## src/include/umrw_pkg.sv

```systemverilog
// Package: register map, field positions and reset values for the modem ring/wake block
package umrw_pkg;
  // Register byte offsets
  localparam logic [4:0] OFS_MCR1 = 5'h00;
  localparam logic [4:0] OFS_MSR1 = 5'h04;
  localparam logic [4:0] OFS_MCR2 = 5'h08;
  localparam logic [4:0] OFS_MSR2 = 5'h0C;
  localparam logic [4:0] OFS_PCR2 = 5'h10;
  localparam logic [4:0] OFS_IER = 5'h14;
  localparam logic [4:0] OFS_ISTAT = 5'h18;
  localparam logic [4:0] OFS_IMASK = 5'h1C;
  // Modem control fields
  localparam int MCR_RTS_BIT = 1;
  localparam int MCR_LOOP_BIT = 4;
  // Modem status fields
  localparam int MSR_TRAILING_EDGE_RING_FLAG_BIT = 2;
  localparam int MSR_RI_BIT = 6;
  // Power control 2 fields
  localparam int PCR2_RING_SEL_BIT = 0;
  localparam int PCR2_RI_WAKE_BIT = 1;
  localparam int PCR2_RING_WAKE_BIT = 2;
  localparam int PCR2_POWER_ON_CONTROL_OUT_CLR_BIT = 3;
  // Interrupt status fields
  localparam int IST_CH1_BIT = 0;
  localparam int IST_CH2_BIT = 1;
  localparam int IST_WAKE_BIT = 2;
  // Reset values
  localparam logic [7:0] MCR_RST = 8'h00;
  localparam logic [7:0] PCR2_RST = 8'h00;
  localparam logic [1:0] IER_RST = 2'h0;
  localparam logic [2:0] IMASK_RST = 3'h0;
  // Unmapped read value
  localparam logic [31:0] RD_UNMAPPED = 32'h0000_0000;
endpackage

```

## src/hw/umrw_top.sv

```systemverilog
// Modem ring indicate, request-to-send and ring wake logic with Wishbone slave
//
// The Wishbone interface to the registers and the placing of the registers are this design's own decisions.
`timescale 1ns/100ps
`default_nettype none
// What this block does
// - Status bit 6 reads the inverse of the ring-indicate pin level.
// - Status bit 2 sets when ring-indicate rose since last status read.
// - Ring flag set with modem status interrupts enabled raises channel interrupt.
// - With ring wake on, ring-indicate falling edge asserts power-on output.
// - Request-to-send driven low while control bit 1 is one.
// - Master reset drives request-to-send inactive high.
// - Loopback holds request-to-send inactive regardless of control bit.
// - Low pulse or pulse train on ring wake input asserts power-on output.
// - Power control register 2 field selects which pin is the ring input.
// - Power-on output is open-drain, pulled low to request supply on.
module umrw_top
  import umrw_pkg::*;
(
  // Clock and reset
  input wire logic clk_i,
  input wire logic rst_i,
  // Wishbone slave
  input wire logic cyc_i,
  input wire logic stb_i,
  input wire logic we_i,
  input wire logic [4:0] adr_i,
  input wire logic [3:0] sel_i,
  input wire logic [31:0] dat_i,
  output logic [31:0] dat_o,
  output logic ack_o,
  // Modem pins
  input wire logic ring_indicate_ch1_i,
  input wire logic ring_indicate_ch2_i,
  output logic rts_n_ch1_o,
  output logic rts_n_ch2_o,
  // Ring wake pins
  input wire logic ring_pin_a_i,
  input wire logic ring_pin_b_i,
  // Power-on control, open drain
  output logic power_on_control_out_o,
  output logic power_on_control_out_oe_o,
  // Interrupts
  output logic irq_ch1_o,
  output logic irq_ch2_o,
  output logic irq_o
);

  ////////////////////////////////////////////////////////////////////////////
  // Pin synchronisers
  logic [1:0] ri_lvl;
  logic [1:0] ri_rise;
  logic [1:0] ri_fall;
  logic ring_a_fall;
  logic ring_b_fall;
  logic [1:0] ri_pins;

  assign ri_pins = {ring_indicate_ch2_i, ring_indicate_ch1_i};

  genvar g;
  generate
    for (g = 0; g < 2; g++) begin : g_ri
      umrw_sync u_sync (
        .clk_i(clk_i),
        .rst_i(rst_i),
        .pin_i(ri_pins[g]),
        .lvl_o(ri_lvl[g]),
        .rise_o(ri_rise[g]),
        .fall_o(ri_fall[g])
      );
    end
  endgenerate

  umrw_sync u_ring_a (
    .clk_i(clk_i),
    .rst_i(rst_i),
    .pin_i(ring_pin_a_i),
    .lvl_o(),
    .rise_o(),
    .fall_o(ring_a_fall)
  );

  umrw_sync u_ring_b (
    .clk_i(clk_i),
    .rst_i(rst_i),
    .pin_i(ring_pin_b_i),
    .lvl_o(),
    .rise_o(),
    .fall_o(ring_b_fall)
  );

  ////////////////////////////////////////////////////////////////////////////
  // Bus decode
  function automatic logic [7:0] wr_byte(input logic [7:0] old, input logic [31:0] d,
                                         input logic [3:0] s);
    wr_byte = s[0] ? d[7:0] : old;
  endfunction

  logic acc;
  logic wr;
  logic rd;
  assign acc = cyc_i & stb_i & ~ack_o;
  assign wr = acc & we_i;
  assign rd = acc & ~we_i;

  logic [7:0] mcr_r [2];
  logic [7:0] pcr2_r;
  logic [1:0] ier_r;
  logic [2:0] ist_r;
  logic [2:0] imask_r;
  logic [1:0] trailing_edge_ring_flag_r;
  logic power_on_control_out_r;
  logic [1:0] msr_rd;

  assign msr_rd[0] = rd & (adr_i == OFS_MSR1);
  assign msr_rd[1] = rd & (adr_i == OFS_MSR2);

  ////////////////////////////////////////////////////////////////////////////
  // Writable registers
  always_ff @(posedge clk_i) begin
    if (rst_i) begin
      mcr_r[0] <= MCR_RST;
      mcr_r[1] <= MCR_RST;
      pcr2_r <= PCR2_RST;
      ier_r <= IER_RST;
      imask_r <= IMASK_RST;
    end else if (wr) begin
      case (adr_i)
        OFS_MCR1: begin
          mcr_r[0] <= wr_byte(mcr_r[0], dat_i, sel_i);
        end
        OFS_MCR2: begin
          mcr_r[1] <= wr_byte(mcr_r[1], dat_i, sel_i);
        end
        OFS_PCR2: begin
          pcr2_r <= wr_byte(pcr2_r, dat_i, sel_i) & 8'h07;
        end
        OFS_IER: begin
          if (sel_i[0]) begin
            ier_r <= dat_i[1:0];
          end
        end
        OFS_IMASK: begin
          if (sel_i[0]) begin
            imask_r <= dat_i[2:0];
          end
        end
        default: begin
        end
      endcase
    end
  end

  ////////////////////////////////////////////////////////////////////////////
  // Trailing-edge ring flags
  generate
    for (g = 0; g < 2; g++) begin : g_trailing_edge_ring_flag
      always_ff @(posedge clk_i) begin
        if (rst_i) begin
          trailing_edge_ring_flag_r[g] <= 1'b0;
        // Set on rise, wins over clear
        end else if (ri_rise[g]) begin
          trailing_edge_ring_flag_r[g] <= 1'b1;
        end else if (msr_rd[g]) begin
          trailing_edge_ring_flag_r[g] <= 1'b0;
        end
      end
    end
  endgenerate

  ////////////////////////////////////////////////////////////////////////////
  // Power-on control
  logic ring_sel_fall;
  logic wake_evt;
  assign ring_sel_fall = pcr2_r[PCR2_RING_SEL_BIT] ? ring_b_fall : ring_a_fall;
  // Gated ring-indicate falls; ring input pulses
  assign wake_evt = (pcr2_r[PCR2_RI_WAKE_BIT] & (|ri_fall)) |
                    (pcr2_r[PCR2_RING_WAKE_BIT] & ring_sel_fall);

  always_ff @(posedge clk_i) begin
    if (rst_i) begin
      power_on_control_out_r <= 1'b0;
    end else if (wake_evt) begin
      power_on_control_out_r <= 1'b1;
    end else if (wr && adr_i == OFS_PCR2 && sel_i[0] && dat_i[PCR2_POWER_ON_CONTROL_OUT_CLR_BIT]) begin
      power_on_control_out_r <= 1'b0;
    end
  end

  always_ff @(posedge clk_i) begin
    if (rst_i) begin
      power_on_control_out_o <= 1'b0;
      power_on_control_out_oe_o <= 1'b0;
    end else begin
      power_on_control_out_o <= 1'b0;
      power_on_control_out_oe_o <= wake_evt | power_on_control_out_r;
    end
  end

  ////////////////////////////////////////////////////////////////////////////
  // Request to send
  always_ff @(posedge clk_i) begin
    if (rst_i) begin
      rts_n_ch1_o <= 1'b1;
      rts_n_ch2_o <= 1'b1;
    end else begin
      // Follows control bit, held off in loopback
      rts_n_ch1_o <= ~(mcr_r[0][MCR_RTS_BIT] & ~mcr_r[0][MCR_LOOP_BIT]);
      rts_n_ch2_o <= ~(mcr_r[1][MCR_RTS_BIT] & ~mcr_r[1][MCR_LOOP_BIT]);
    end
  end

  ////////////////////////////////////////////////////////////////////////////
  // Interrupts
  logic [2:0] ist_set;
  assign ist_set = {wake_evt, ri_rise};

  always_ff @(posedge clk_i) begin
    if (rst_i) begin
      ist_r <= 3'h0;
    end else if (wr && adr_i == OFS_ISTAT && sel_i[0]) begin
      ist_r <= (ist_r & ~dat_i[2:0]) | ist_set;
    end else begin
      ist_r <= ist_r | ist_set;
    end
  end

  logic [1:0] trailing_edge_ring_flag_nxt;
  assign trailing_edge_ring_flag_nxt = (trailing_edge_ring_flag_r | ri_rise) & ~(msr_rd & ~ri_rise);

  always_ff @(posedge clk_i) begin
    if (rst_i) begin
      irq_ch1_o <= 1'b0;
      irq_ch2_o <= 1'b0;
      irq_o <= 1'b0;
    end else begin
      irq_ch1_o <= trailing_edge_ring_flag_nxt[0] & ier_r[0];
      irq_ch2_o <= trailing_edge_ring_flag_nxt[1] & ier_r[1];
      irq_o <= |(ist_r & imask_r);
    end
  end

  ////////////////////////////////////////////////////////////////////////////
  // Read data and acknowledge
  logic [31:0] rdata;
  always_comb begin
    rdata = RD_UNMAPPED;
    case (adr_i)
      OFS_MCR1: rdata[7:0] = mcr_r[0];
      OFS_MCR2: rdata[7:0] = mcr_r[1];
      OFS_MSR1: begin
        rdata[MSR_RI_BIT] = ~ri_lvl[0];
        rdata[MSR_TRAILING_EDGE_RING_FLAG_BIT] = trailing_edge_ring_flag_r[0];
      end
      OFS_MSR2: begin
        rdata[MSR_RI_BIT] = ~ri_lvl[1];
        rdata[MSR_TRAILING_EDGE_RING_FLAG_BIT] = trailing_edge_ring_flag_r[1];
      end
      OFS_PCR2: rdata[7:0] = {pcr2_r[7:4], power_on_control_out_r, pcr2_r[2:0]};
      OFS_IER: rdata[1:0] = ier_r;
      OFS_ISTAT: rdata[2:0] = ist_r;
      OFS_IMASK: rdata[2:0] = imask_r;
      default: rdata = RD_UNMAPPED;
    endcase
  end

  always_ff @(posedge clk_i) begin
    if (rst_i) begin
      ack_o <= 1'b0;
      dat_o <= 32'h0000_0000;
    end else begin
      ack_o <= acc;
      dat_o <= rd ? rdata : 32'h0000_0000;
    end
  end

  ////////////////////////////////////////////////////////////////////////////
  // Assertions
  property p_ri_inv;
    @(posedge clk_i) disable iff (rst_i)
      (rd && adr_i == OFS_MSR1) |=> (dat_o[MSR_RI_BIT] == ~$past(ri_lvl[0]));
  endproperty
  a_ri_inv: assert property (p_ri_inv) else $error("ring bit not inverse");

  property p_trailing_edge_ring_flag_set;
    @(posedge clk_i) disable iff (rst_i) ri_rise[0] |=> trailing_edge_ring_flag_r[0];
  endproperty
  a_trailing_edge_ring_flag_set: assert property (p_trailing_edge_ring_flag_set) else $error("ring flag not set");

  property p_irq;
    @(posedge clk_i) disable iff (rst_i)
      (trailing_edge_ring_flag_r[0] && ier_r[0] && !msr_rd[0]) |=> irq_ch1_o;
  endproperty
  a_irq: assert property (p_irq) else $error("channel irq missing");

  property p_wake;
    @(posedge clk_i) disable iff (rst_i)
      (pcr2_r[PCR2_RI_WAKE_BIT] && ri_fall[1]) |=> power_on_control_out_oe_o;
  endproperty
  a_wake: assert property (p_wake) else $error("ring wake failed");

  property p_rts;
    @(posedge clk_i) disable iff (rst_i)
      (mcr_r[0][MCR_RTS_BIT] && !mcr_r[0][MCR_LOOP_BIT]) |=> !rts_n_ch1_o;
  endproperty
  a_rts: assert property (p_rts) else $error("rts not active");

  property p_rts_rst;
    @(posedge clk_i) rst_i |=> (rts_n_ch1_o && rts_n_ch2_o);
  endproperty
  a_rts_rst: assert property (p_rts_rst) else $error("rts active after reset");

  property p_loop;
    @(posedge clk_i) disable iff (rst_i) mcr_r[1][MCR_LOOP_BIT] |=> rts_n_ch2_o;
  endproperty
  a_loop: assert property (p_loop) else $error("rts active in loopback");

  property p_ring;
    @(posedge clk_i) disable iff (rst_i)
      (pcr2_r[PCR2_RING_WAKE_BIT] && ring_sel_fall) |=> power_on_control_out_r [*2];
  endproperty
  a_ring: assert property (p_ring) else $error("ring pin wake failed");

  property p_clr;
    @(posedge clk_i) disable iff (rst_i)
      (msr_rd[0] && !ri_rise[0]) |=> !trailing_edge_ring_flag_r[0];
  endproperty
  a_clr: assert property (p_clr) else $error("ring flag not cleared");

  property p_od;
    @(posedge clk_i) disable iff (rst_i) !power_on_control_out_o;
  endproperty
  a_od: assert property (p_od) else $error("open drain drives high");

  property p_wake_off;
    @(posedge clk_i) disable iff (rst_i)
      (!pcr2_r[PCR2_RI_WAKE_BIT] && !pcr2_r[PCR2_RING_WAKE_BIT] && !power_on_control_out_r)
        |=> !power_on_control_out_oe_o;
  endproperty
  a_wake_off: assert property (p_wake_off) else $error("power-on without enable");

endmodule
`default_nettype wire

```

## src/hw/umrw_sync.sv

```systemverilog
// Two-flop synchroniser with edge outputs taken after the second flop
`timescale 1ns/100ps
`default_nettype none
module umrw_sync
  import umrw_pkg::*;
(
  // Clock and reset
  input wire logic clk_i,
  input wire logic rst_i,
  // Asynchronous pin
  input wire logic pin_i,
  // Synchronised level and edges
  output logic lvl_o,
  output logic rise_o,
  output logic fall_o
);
  logic meta_r;
  logic sync_r;
  logic prev_r;

  always_ff @(posedge clk_i) begin
    if (rst_i) begin
      meta_r <= 1'b1;
      sync_r <= 1'b1;
      prev_r <= 1'b1;
    end else begin
      meta_r <= pin_i;
      sync_r <= meta_r;
      prev_r <= sync_r;
    end
  end

  assign lvl_o = sync_r;
  assign rise_o = sync_r & ~prev_r;
  assign fall_o = ~sync_r & prev_r;
endmodule
`default_nettype wire

```

## config.mk

```make
export PLATFORM = sky130hd
export DESIGN_NAME = umrw_top
export DESIGN_NICKNAME = d
export VERILOG_FILES = /design/src/include/umrw_pkg.sv /design/src/hw/umrw_top.sv /design/src/hw/umrw_sync.sv
export SDC_FILE = /design/constraint.sdc
export NUM_CORES = 1
export LEC_CHECK = 0
export BUFFER_PORTS_ARGS = -buffer_cell sky130_fd_sc_hd__buf_2
export CORE_ASPECT_RATIO = 1.1
export CORE_MARGIN = 5
export CORE_UTILIZATION = 52
export CTS_CLUSTER_SIZE = 28
export DETAILED_ROUTE_END_ITERATION = 10
export GPL_ROUTABILITY_DRIVEN = 0
export GPL_TIMING_DRIVEN = 0
export PLACE_DENSITY = 0.84
export SLEW_MARGIN = 20
export SYNTH_ARGS = -nofsm -noshare
export SYNTH_HDL_FRONTEND = slang
export SYNTH_SLANG_ARGS = --single-unit
```

## constraint.sdc

```tcl
create_clock -name clk_i -period 2.37 [get_ports clk_i]
set_input_delay 0.474 -clock clk_i [delete_from_list [all_inputs] [get_ports clk_i]]
set_output_delay 0.474 -clock clk_i [all_outputs]
set_load 0.05 [all_outputs]
```

======== Word level (Yosys, flattened, before mapping) ========
Memories as Yosys holds them, arrays and structs flattened.
Index checks and enable logic that the tools add are counted.
operators by class
  $add $sub $neg .......................... 0
  bitwise logic cells ..................... 45
  multiplexer cells ....................... 27
  equal/unequal tests ..................... 7
  order comparisons ....................... 0
  reduce and logical (&&, ||, !) cells .... 15
  multipliers ............................. 0
  shifts and indexed selects .............. 0
  div/mod/pow operators ................... 0
operators by type and width
  kind                                                 number
  two-way mux 8 bit                                    4
  equality test 5 bit, second input constant           4
  AND 1 bit                                            18
  two-way mux 1 bit                                    17
  inverter 1 bit                                       13
  case mux 2 bit (6 select lines)                      1
  equality test 5 x 4 -> 1 bit, second input constant  2
  case mux 3 bit (3 select lines)                      1
  AND reduction 3 bit                                  3
  case mux 1 bit (7 select lines)                      1
  AND 3 bit                                            2
  bitwise OR 3 bit                                     2
  nonzero test 2 bit                                   3
  equality test 5 x 3 -> 1 bit, second input constant  1
  logical AND 1 bit                                    5
  zero test 5 bit                                      1
  AND 2 bit                                            2
  inverter 2 bit                                       2
  bitwise OR 1 bit                                     4
  case mux 1 bit (4 select lines)                      1
  OR reduction 2 bit                                   2
  two-way mux 3 bit                                    1
  inverter 3 bit                                       1
  OR reduction 3 bit                                   1
  2 further kinds                                      2
storage, ports and cells
  bits in writable memories ............... 16
  input bits .............................. 50
  logic and storage cells ................. 123
  memories ................................ 1
  latch bits .............................. 0
  flip-flop bits (word level) ............. 65
  output and inout bits ................... 40
  memory bits (read-only) ................. 0
memory list
  memory  words  width  rd ports  clocked after memory_dff  wr ports  RTL line         text
  mcr_r   2      8      2         0                         2         umrw_top.sv:106  logic [7:0] mcr_r [2];

======== Depth between registers and ports, before layout ========
  word-level depth ........................ 8
  depth in mapped cells ................... 6

======== Cells and area by module ========
From an unflattened synthesis, not the netlist that was laid out.
second synthesis, totals
  cells, all modules ...................... 223
  area total of the unflattened synthesis .. 2,477.4 um^2
modules (own cells, without submodules)
  module     area an instance (um^2)  seq. area each (um^2)  instances  cells each
  umrw_top   2,107.0                  1,061.0                1          191
  umrw_sync  92.6                     60.1                   4          8

======== Worst setup path before layout ========
OpenSTA, ideal clock, no wires.
  path type ............................... input port to flip-flop
  start ................................... input adr_i[2]
  end ..................................... memory mcr_r[1][2] (netlist: mcr_r[0][10]) (enable)
  required time ........................... 2.044 ns
  slack ................................... 0.696 ns
  data arrival time ....................... 1.348 ns
  setup time .............................. 0.326 ns
  cell stages on the path ................. 4
  path through ............................ buf_6 nor3_4 and2_4 a21o_1
RTL lines
  what             RTL line         text
  start, declared  umrw_top.sv:27   input wire logic [4:0] adr_i,
  end, declared    umrw_top.sv:106

==> metrics.txt <==
outcome=finished clean; P_sw=520 µW; Crit. Startpoint=adr_i[4]; Root Buffer=clkbuf_8; cell depth of the worst setup path=6; worst-path cell chain=buf_2, buf_2, nor3_1, and2_1, buf_2, a21o_1; synth unique cells=45; design area=~2900 µm²; final worst slack=~0.70 ns; Power Total=slightly above 2 mW; RSZ-0062 raised after global routing=false; crit-path max cell delay=around 0.35 ns; Clock power frac=0.382; starting density of the core=0.530; Global Route Usage Sum=0.178; antenna-violating nets left=0; Buffers on Ports=34; maxcap violations=0; Die Span Y=approximately 82 µm; sequential area share after synthesis=0.535; max-slew violations=0; layout cells sized above 1=0.331; initial antenna violation count=0; Core ar.=4590 µm²; crit path buf inv count=3; reg2reg path depth=4; Comb power frac=0.114; EDFF count, synth=16; # nets final=347; Post-Layout Cell Count=358; DP Wirelength=3.78 mm; prevailing post-synth register cell=dfxtp_1; DRC Markers=0; FFs w/ async S/R, synth=0; Worst-Skew Late Latency=0.33 ns; CP endpoint kind=flip-flop; Worst R2R Setup Slack=0.97 ns; syn avg cell area=10.7 µm²; Post-CTS Hold Buffers=0; Util after Layout=0.639; Final Hold Viols=0; fin crit period=1.67 ns; Hold Crit Class=input pin to flip-flop; largest net degree at the start of global routing=11; cell mode on critical path=buf_2; Core Rows=26; Via-to-Cell Ratio=5.04; Worst Path Required=2.36 ns; Peak Freq=0.599 GHz; global-route wire length before repair=approximately 8 mm; clock slew at reported path FFs=0.06 ns; I/O pin count=90; vias in the first global route=1667; Post-Synthesis Cells=~230; family with the most delay on the worst path=buffers and inverters; period utilization=0.704; leakage power total=1.32 nW; clock buffer depth=2; CTS tree=done; Antenna Cells=0; # setup viols final=0; Post-CTS Resized=0; global route overflow=0; Setup CP Type=input pin to flip-flop; Flop pwr share=0.503; mapped cell area=about 2400 µm²; H-tree depth=3; Avg WL per Cell=14.3 µm; cell-internal power=1.54 mW; # Post-CTS Setup Buffers=0; VDD IR-drop max=about 0.00044 V; crit path DAT=1.66 ns; total CTS buffers=9; crit-path max FO=10; FF-to-FF Start=ack_o$_SDFF_PP0_; Setup crit end=mcr_r[0][5]$_SDFFCE_PN0P_; Placed Cells=between 300 and 400; sw frac=0.253; total number of vias=1804; WHS=0.322 ns; Ys Warns=0; die area=approximately 6100 µm²; clk sinks=57; Synth Register Bits=between 50 and 60; clk_skew=0.00860 ns; first-pass detailed-route iteration total=4; drt total wl=between 5 and 6 mm; Detailed Route Iter0 Violations=169; r2r endpoint=irq_ch2_o$_SDFF_PP0_; Placed Instance Area=2760 µm²; Die W=75.2 µm; Total Neg Setup Slack=0 ns; pre-CTS WS=approximately 0.39 ns; crit path launch type=input pin; area grow syn2layout=20.6%; power per cell area=701 nW/µm²; Slowest cell on crit path=a21o_1
## placed cells by master, fill, tap and decap left out, drive strengths merged, types with 2 or more instances in the layout
cell,instances
or3b,2
nand3,5
nand2,9
nor2,19
conb,25
edfxtp,16
nor2b,3
mux2i,11
o41ai,2
buf,67
dfxtp,41
mux2,2
o21ai,5
a21oi,8
and2,12
a22o,3
inv,6
nand4,3
and4b,2
clkbuf,19
a21o,2
nor3,5
a22oi,8
or2,13
## layout make-up
type                       instances  area (µm²)
tap                               56        70.1
sequential                        57        1300
inverter                           6        22.5
buffer                            36         244
multi-input combinational        153         955
timing repair buffer              34         170
fill                             387        1650
clock buffer                      16         170
## power groups by stage
| stage | Clock [mW] | Sequential [mW] | Combinational [mW] |
|---|---|---|---|
| 3_3_place_gp | 0 | 1.05 | 0.229 |
| 5_1_grt | 0.853 | 1.04 | 0.251 |
| 2_1_floorplan | 0 | 1.06 | 0.184 |
| 3_5_place_dp | 0 | 1.05 | 0.231 |
| 4_1_cts | 0.805 | 1.03 | 0.232 |
| 6_report | 0.786 | 1.03 | 0.235 |
## cell usage after synthesis (all sizes together), types with 5 or more instances
library cell  instances  area (µm²)
a21oi                 8        40.0
nor2                 19        71.3
and2                 12        77.6
nand3                 5        25.0
nor3                  5        36.3
edfxtp               16         480
nand2                 9        33.8
a22oi                 8        65.1
or2                  13        83.8
o21ai                 5        25.0
buf                  33         233
inv                   6        22.5
dfxtp                41         821
mux2i                11         110
## metal layers
| metal | global-route usage | vias to the layer above | routed length [µm] |
|---|---|---|---|
| met5 | 0 | - | 0 |
| met2 | 0.289 | 84 | 2580 |
| met1 | 0.210 | 817 | 2000 |
| met3 | 0.0698 | 12 | 456 |
| met4 | 0.0734 | 0 | 95 |
| li1 | - | 891 | - |
## flip-flops by register name (all words and copies together), names as in the netlist, 2 cells and up
signal                     flops
dat_o                          8
mcr_r                         16
imask_r                        3
g_ri.u_sync.prev_r             2
g_ri.u_sync.meta_r             2
g_ri.u_sync.lvl_o              2
trailing_edge_ring_flag_r      2
ist_r                          3
pcr2_r                         3
ier_r                          2
## logic make-up after synthesis
kind of cell,share of synthesized area
AO/OA/AOI/OAI,0.103
buffers and inverters,0.110
multiplexers,0.0638
other,0.00154
flip-flops,0.535
AND/OR/NAND/NOR,0.187
## how the worst min path moves through the flow
stage	slack (ns)	endpoint	startpoint	cells after the start
final	0.32	g_ri[1].u_sync.meta_r$_SDFF_PP1_	ring_indicate_ch2_i	2
after CTS	0.31	g_ri[1].u_sync.meta_r$_SDFF_PP1_	ring_indicate_ch2_i	2
after global routing	0.31	u_ring_a.meta_r$_SDFF_PP1_	ring_pin_a_i	2
after detailed placement	0.40	u_ring_b.lvl_o$_SDFF_PP1_	u_ring_b.meta_r$_SDFF_PP1_	1
after global placement	0.39	u_ring_a.lvl_o$_SDFF_PP1_	u_ring_a.meta_r$_SDFF_PP1_	1
after floorplan	0.39	g_ri[0].u_sync.lvl_o$_SDFF_PP1_	g_ri[0].u_sync.meta_r$_SDFF_PP1_	1
No activity file was read; power rests on OpenSTA's default activity.
